==> config.mk <==
export PLATFORM = sky130hd
export DESIGN_NAME = link_control_register
export DESIGN_NICKNAME = d
export VERILOG_FILES = /design/src/link_control_pkg.sv /design/src/link_control_register.sv
export SDC_FILE = /design/constraint.sdc
export NUM_CORES = 1
export LEC_CHECK = 0
export BUFFER_PORTS_ARGS = -buffer_cell sky130_fd_sc_hd__clkbuf_2
export CAP_MARGIN = 20
export CORE_MARGIN = 1
export CORE_UTILIZATION = 40
export DETAILED_ROUTE_END_ITERATION = 12
export PLACE_DENSITY = 0.69
export SYNTH_ARGS = -nofsm -noshare
export SYNTH_HDL_FRONTEND = slang
export SYNTH_SLANG_ARGS = --single-unit
==> constraint.sdc <==
create_clock -name i_clock -period 2.1 [get_ports i_clock]
set_input_delay 0.21 -clock i_clock [delete_from_list [all_inputs] [get_ports i_clock]]
set_output_delay 0.21 -clock i_clock [all_outputs]
set_load 0.01 [all_outputs]
==> src/link_control_pkg.sv <==
package link_control_pkg;

    // Register placement and width.
    localparam logic [11:0] LINK_CONTROL_OFFSET   = 12'h050;
    localparam int          REG_WIDTH             = 16;

    // Field positions.
    localparam int          ACTIVE_STATE_POWER_CTL_LSB              = 0;
    localparam int          RSVD_BIT              = 2;
    localparam int          RCB_BIT               = 3;
    localparam int          LINK_DISABLE_BIT      = 4;
    localparam int          RETRAIN_BIT           = 5;
    localparam int          COMMON_CLK_BIT        = 6;

    // Power management control encodings.
    localparam logic [1:0]  ACTIVE_STATE_POWER_CTL_DISABLED         = 2'h0;
    localparam logic [1:0]  ACTIVE_STATE_POWER_CTL_L0S              = 2'h1;
    localparam logic [1:0]  ACTIVE_STATE_POWER_CTL_L1               = 2'h2;
    localparam logic [1:0]  ACTIVE_STATE_POWER_CTL_L0S_L1           = 2'h3;

    // Reset values.
    localparam logic [1:0]  ACTIVE_STATE_POWER_CTL_RESET            = 2'h0;
    localparam logic        LINK_DISABLE_RESET    = 1'h0;
    localparam logic        COMMON_CLK_RESET      = 1'h0;

    // Upstream retrain delay: 1 ms at 100 MHz.
    localparam int          CLOCK_MHZ             = 100;
    localparam int          RETRAIN_DELAY_US      = 1000;
    localparam int          RETRAIN_DELAY_CYCLES  = RETRAIN_DELAY_US * CLOCK_MHZ;

endpackage

==> src/link_control_register.sv <==
module link_control_register #(
    parameter bit          IS_UPSTREAM          = 1'b0,
    parameter int unsigned RETRAIN_DELAY_CYCLES = link_control_pkg::RETRAIN_DELAY_CYCLES
) (
    input  wire logic        i_clock,
    input  wire logic        i_rst_b,
    input  wire logic        i_cfg_write,
    input  wire logic        i_cfg_read,
    input  wire logic [11:0] i_cfg_addr,
    input  wire logic [15:0] i_cfg_wdata,
    input  wire logic [1:0]  i_cfg_byte_en,
    input  wire logic        i_eeprom_load,
    input  wire logic [1:0]  i_eeprom_active_state_power_ctl,
    input  wire logic        i_upstream_unlock,
    input  wire logic        i_ltssm_in_recovery,
    input  wire logic        i_ltssm_in_config,
    output logic      [15:0] o_cfg_rdata,
    output logic             o_cfg_hit,
    output logic             o_cfg_write_done,
    output logic             o_retrain_request,
    output logic             o_link_training_flag,
    output logic             o_link_disable,
    output logic             o_tx_l0s_enable,
    output logic             o_rx_l0s_enable,
    output logic             o_l1_enable,
    output logic      [1:0]  o_active_state_power_ctl,
    output logic      [1:0]  o_applied_power_ctl,
    output logic             o_common_refclk_flag,
    output logic             o_retrain_pending
);

    ////////////////////////////////////////////////////////////////////////////
    // Stored fields and retrain machinery.

    typedef enum logic [2:0] {
        RT_IDLE  = 3'b001,
        RT_DELAY = 3'b010,
        RT_FIRE  = 3'b100
    } retrain_state_e;

    localparam int CNT_W = $clog2(RETRAIN_DELAY_CYCLES + 1);

    logic [1:0]       active_state_power_ctl_reg;
    logic             link_disable_reg;
    logic             common_clk_reg;
    logic [1:0]       applied_active_state_power_ctl_reg;
    logic             deferred_reg;
    logic [CNT_W-1:0] delay_cnt_reg;
    retrain_state_e   rt_state_reg;
    retrain_state_e   rt_state_next;
    logic             retrain_pulse_reg;
    logic             training_flag_reg;
    logic             write_done_reg;
    logic [15:0]      rdata_reg;

    ////////////////////////////////////////////////////////////////////////////
    // Decode of configuration accesses.

    wire addr_hit    = (i_cfg_addr == link_control_pkg::LINK_CONTROL_OFFSET);
    wire low_write   = i_cfg_write && addr_hit && i_cfg_byte_en[0];
    wire retrain_wr  = low_write && i_cfg_wdata[link_control_pkg::RETRAIN_BIT];
    wire retrain_ok  = !IS_UPSTREAM || i_upstream_unlock;
    wire retrain_go  = retrain_wr && retrain_ok;
    wire in_training = i_ltssm_in_recovery || i_ltssm_in_config;
    wire [1:0] active_state_power_ctl_wr_value = i_cfg_wdata[link_control_pkg::ACTIVE_STATE_POWER_CTL_LSB +: 2];

    // Read image: reserved, boundary and retrain bits read zero.
    wire [15:0] read_image = {9'h000,
                              common_clk_reg,
                              1'b0,
                              link_disable_reg,
                              1'b0,
                              1'b0,
                              active_state_power_ctl_reg};

    ////////////////////////////////////////////////////////////////////////////
    // Software-writable fields; only the low byte holds live bits.

    always_ff @(posedge i_clock) begin
        if (!i_rst_b) begin
            active_state_power_ctl_reg         <= link_control_pkg::ACTIVE_STATE_POWER_CTL_RESET;
            link_disable_reg <= link_control_pkg::LINK_DISABLE_RESET;
            common_clk_reg   <= link_control_pkg::COMMON_CLK_RESET;
        end else if (low_write) begin
            active_state_power_ctl_reg         <= active_state_power_ctl_wr_value;
            link_disable_reg <= i_cfg_wdata[link_control_pkg::LINK_DISABLE_BIT];
            common_clk_reg   <= i_cfg_wdata[link_control_pkg::COMMON_CLK_BIT];
        end else if (i_eeprom_load) begin
            active_state_power_ctl_reg         <= i_eeprom_active_state_power_ctl;
        end
    end

    ////////////////////////////////////////////////////////////////////////////
    // Training-relevant settings reach the link at once, or wait until the machine
    // leaves training when it is already in Recovery or Configuration.

    always_ff @(posedge i_clock) begin
        if (!i_rst_b) begin
            applied_active_state_power_ctl_reg <= link_control_pkg::ACTIVE_STATE_POWER_CTL_RESET;
            deferred_reg     <= 1'b0;
        end else if (retrain_go && in_training) begin
            deferred_reg     <= 1'b1;
        end else if (retrain_go || (deferred_reg && !in_training)) begin
            applied_active_state_power_ctl_reg <= low_write ? active_state_power_ctl_wr_value : active_state_power_ctl_reg;
            deferred_reg     <= 1'b0;
        end else if (!in_training) begin
            applied_active_state_power_ctl_reg <= active_state_power_ctl_reg;
        end
    end

    ////////////////////////////////////////////////////////////////////////////
    // Retrain sequencer: immediate on downstream, 1 ms delayed on upstream.

    always_comb begin
        rt_state_next = rt_state_reg;
        case (rt_state_reg)
            RT_IDLE: begin
                if (retrain_go) begin
                    rt_state_next = IS_UPSTREAM ? RT_DELAY : RT_FIRE;
                end
            end
            RT_DELAY: begin
                if (delay_cnt_reg == CNT_W'(RETRAIN_DELAY_CYCLES - 1)) begin
                    rt_state_next = RT_FIRE;
                end
            end
            RT_FIRE: begin
                rt_state_next = RT_IDLE;
            end
            default: begin
                rt_state_next = RT_IDLE;
            end
        endcase
    end

    always_ff @(posedge i_clock) begin
        if (!i_rst_b) begin
            rt_state_reg      <= RT_IDLE;
            delay_cnt_reg     <= '0;
            retrain_pulse_reg <= 1'b0;
        end else begin
            rt_state_reg      <= rt_state_next;
            delay_cnt_reg     <= (rt_state_reg == RT_DELAY) ? delay_cnt_reg + 1'b1 : '0;
            retrain_pulse_reg <= (rt_state_next == RT_FIRE);
        end
    end

    // Training flag rises with the retrain pulse and falls when the link leaves training.
    always_ff @(posedge i_clock) begin
        if (!i_rst_b) begin
            training_flag_reg <= 1'b0;
        end else if (rt_state_next == RT_FIRE) begin
            training_flag_reg <= 1'b1;
        end else if (!in_training && rt_state_reg == RT_IDLE && !retrain_pulse_reg) begin
            training_flag_reg <= 1'b0;
        end
    end

    ////////////////////////////////////////////////////////////////////////////
    // Read data and write completion; the completion never waits for the delay.

    always_ff @(posedge i_clock) begin
        if (!i_rst_b) begin
            rdata_reg      <= 16'h0000;
            write_done_reg <= 1'b0;
        end else begin
            rdata_reg      <= (i_cfg_read && addr_hit) ? read_image : 16'h0000;
            write_done_reg <= i_cfg_write && addr_hit;
        end
    end

    ////////////////////////////////////////////////////////////////////////////
    // Outputs toward the link layer.

    assign o_cfg_rdata              = rdata_reg;
    assign o_cfg_hit                = addr_hit;
    assign o_cfg_write_done         = write_done_reg;
    assign o_retrain_request        = retrain_pulse_reg;
    assign o_link_training_flag     = training_flag_reg;
    assign o_link_disable           = !IS_UPSTREAM && link_disable_reg;
    assign o_tx_l0s_enable          = applied_active_state_power_ctl_reg[0];
    assign o_rx_l0s_enable          = 1'b1;
    assign o_l1_enable              = applied_active_state_power_ctl_reg[1];
    assign o_active_state_power_ctl = active_state_power_ctl_reg;
    assign o_applied_power_ctl      = applied_active_state_power_ctl_reg;
    assign o_common_refclk_flag     = common_clk_reg;
    assign o_retrain_pending        = deferred_reg || (rt_state_reg == RT_DELAY);
endmodule

==> out/qor.txt <==
Synth cell count leaders: 34 x dfxtp_1, 17 x nor2_1, 15 x buf_4
Gr busiest metal: met2
Max Slew Vio Count: 0
Root Driver: clkbuf_8
Post-CTS Resized: 0
Gr usage total: 0.155
Cell with the most instances after synthesis: dfxtp_1
TritonCTS buffer count: 5
Min-Delay Path Depth: 3
Width of the chip: 64.4 µm
Seq/Total Area, Yosys: 0.437
Met2 Resource Use GR: 0.243
Row count: 22
Period utilization: 0.781
Per-cell routed wire length: 11.0 µm
Initial core utilization: 0.422
DRC viols: 0
Reg2reg path depth: 4
Global-route wire length before repair: 4790 µm
Yosys warns: 0
Final WL: 2890 µm
Clk_lat worst skew: 0.28 ns
Met3 usage: 0.0625
Power, Total: 0.00122 W
Core Footprint: 3690 µm²
Hold Crit Class: in2reg
Syn Area/Cell: 9.05 µm²
Clock Path Buffers: 2
Hold Violations, Final: 0
Max reg flops: 17
Status: finished clean
Worst VDD drop: 0.000267 V
Postcts setup bufs: 0
Hold_sp: i_cfg_wdata[6]
Via Count: 1288
Share of cells above drive strength 1: 0.256
Final min period: 1.64 ns
Critical-path maximum fanout: 7
DRT iter0 DRCs: 51
Cts hold-fix bufs: 0
Die area: 4140 µm²
Routing usage on met1: 0.179
Yosys reg bits: 34
Nets@finish: 255
Number of synthesized flops with an enable pin: 0
ANT cells: 0
Nature of the critical path endpoint: flop
Post-detail-place hpwl: 2190 µm
Place WS: 0.162 ns
Primary FF master, synth: dfxtp_1
Startpoint type of the worst setup path: input pin
Cells after Synth: 172
Max Cap Violations: 0
# setup viols final: 0
Reg clk slew, reported paths: 0.06 ns
Antenna Nets Post-Route: 0
Synthesized cell area: 1560 µm²
Clock skew: 0.00568 ns
Synth area leaders: dfxtp_1 44%, buf_4 7.2%, xor2_1 5.6%
Setup_tns: 0 ns
Crit Path Class: in2reg
CTS tree: yes
Fmax: 610 MHz
Pleak: 0.832 nW
Post-synth top area share: 0.437
Area added between synthesis and finish: 18.4%
Num ports: 70
CTS Sinks: 34
DR vias/cell: 4.90
WP data required: 2.26 ns
Antenna violations before repair: 0
H-tree levels: 2
Count of cell types in the netlist: 38
Pwr/cell area: 659 nW/µm²
Ys async rst share: 0
Total grt overflow: 0
Worst r2r src: delay_cnt_reg[7]$_SDFF_PN0_
Drt pass-1 iters: 4
Critical Path AT: 1.80 ns
Yosys top cell by area: dfxtp_1
Die height: 64.4 µm
Pin count of the biggest net entering global routing: 16
Hold slack: 0.185 ns
Slack of the critical path: 0.461 ns
Final RePlAce weighted congestion: 0.730
Final core utilization: 0.500
RSZ-0062 raised after global routing: no
Critical Path Start: i_cfg_addr[1]
Layout fillers: 367
Vias in the first global route: 1100
Buffers on Ports: 43
-- report_power, final --
group | internal [W] | switching, W
Combinational | 0.0000338 | 0.0000393
Clock | 0.000264 | 0.000222
Sequential | 0.000650 | 0.00000552
Total | 0.000948 | 0.000267
-- through the flow --
stage	instances	area, µm²
4_1_cts	263	1840
2_1_floorplan	183	1600
6_report	263	1840
3_5_place_dp	255	1750
3_3_place_gp	255	1750
5_1_grt	263	1840
-- cell families (layout without fill, tap and decap cells) --
group	after synthesis	in the layout	share of synthesized area
AO/OA/AOI/OAI	24	24	0.0981
XOR/XNOR	11	11	0.0619
adder cells (fa/ha/maj)	1	1	0.00804
buffers and inverters	22	54	0.0900
flip-flops	34	34	0.437
multiplexers	4	4	0.0257
other	2	13	0.00482
AND/OR/NAND/NOR	74	74	0.274
-- final cells by class --
cell class,instances,area (µm²),area share
flip-flops and latches,34,681,0.369
inverters,1,3.75,0.00204
multi-input cells,127,777,0.422
clock buffers,7,86.3,0.0468
clock inverters,1,5.00,0.00272
repair buffers,45,230,0.125
well taps,48,60.1,0.0326
-- worst max-delay path, stage by stage --
cell and delay [ns]:
clkbuf_2 0.08, or4_4 0.53, or4_1 0.69, nor2_1 0.21
o22ai_1 0.09
-- layer usage --
metal / vias up / part of all wire
met1: 572 / 0.48
li1: 670 / -
met5: - / 0
met2: 38 / 0.44
met4: 0 / 0.022
met3: 8 / 0.057
-- placed cells by master (no fill, tap or decap), drive strengths merged --
master / count
clkbuf: 50
dfxtp: 34
nor2: 17
conb: 13
xor2: 10
and2: 9
nand3: 8
nand4: 8
o21ai: 7
and3: 6
nand2: 6
a21oi: 5
or4: 5
mux2i: 4
o211ai: 3
and4: 3
or3: 3
o211a: 2
nor2b: 2
a31oi: 2
o22ai: 2
buf: 2
nand4bb: 1
nor3: 1
a21o: 1
or2: 1
a41o: 1
nor4: 1
and3b: 1
nor3b: 1
nand3b: 1
inv: 1
o31ai: 1
xnor2: 1
ha: 1
clkinv: 1
-- worst paths after layout --
kind	to	slack, ns
hold reg to reg	delay_cnt_reg[0]$_SDFF_PN0_	0.46
setup / recovery	o_applied_power_ctl[1]$_SDFFE_PN0P_	0.46
setup reg to reg	delay_cnt_reg[15]$_SDFF_PN0_	0.47
hold / removal	o_common_refclk_flag$_SDFFE_PN0N_	0.18
(Power assumes the default switching activity.)
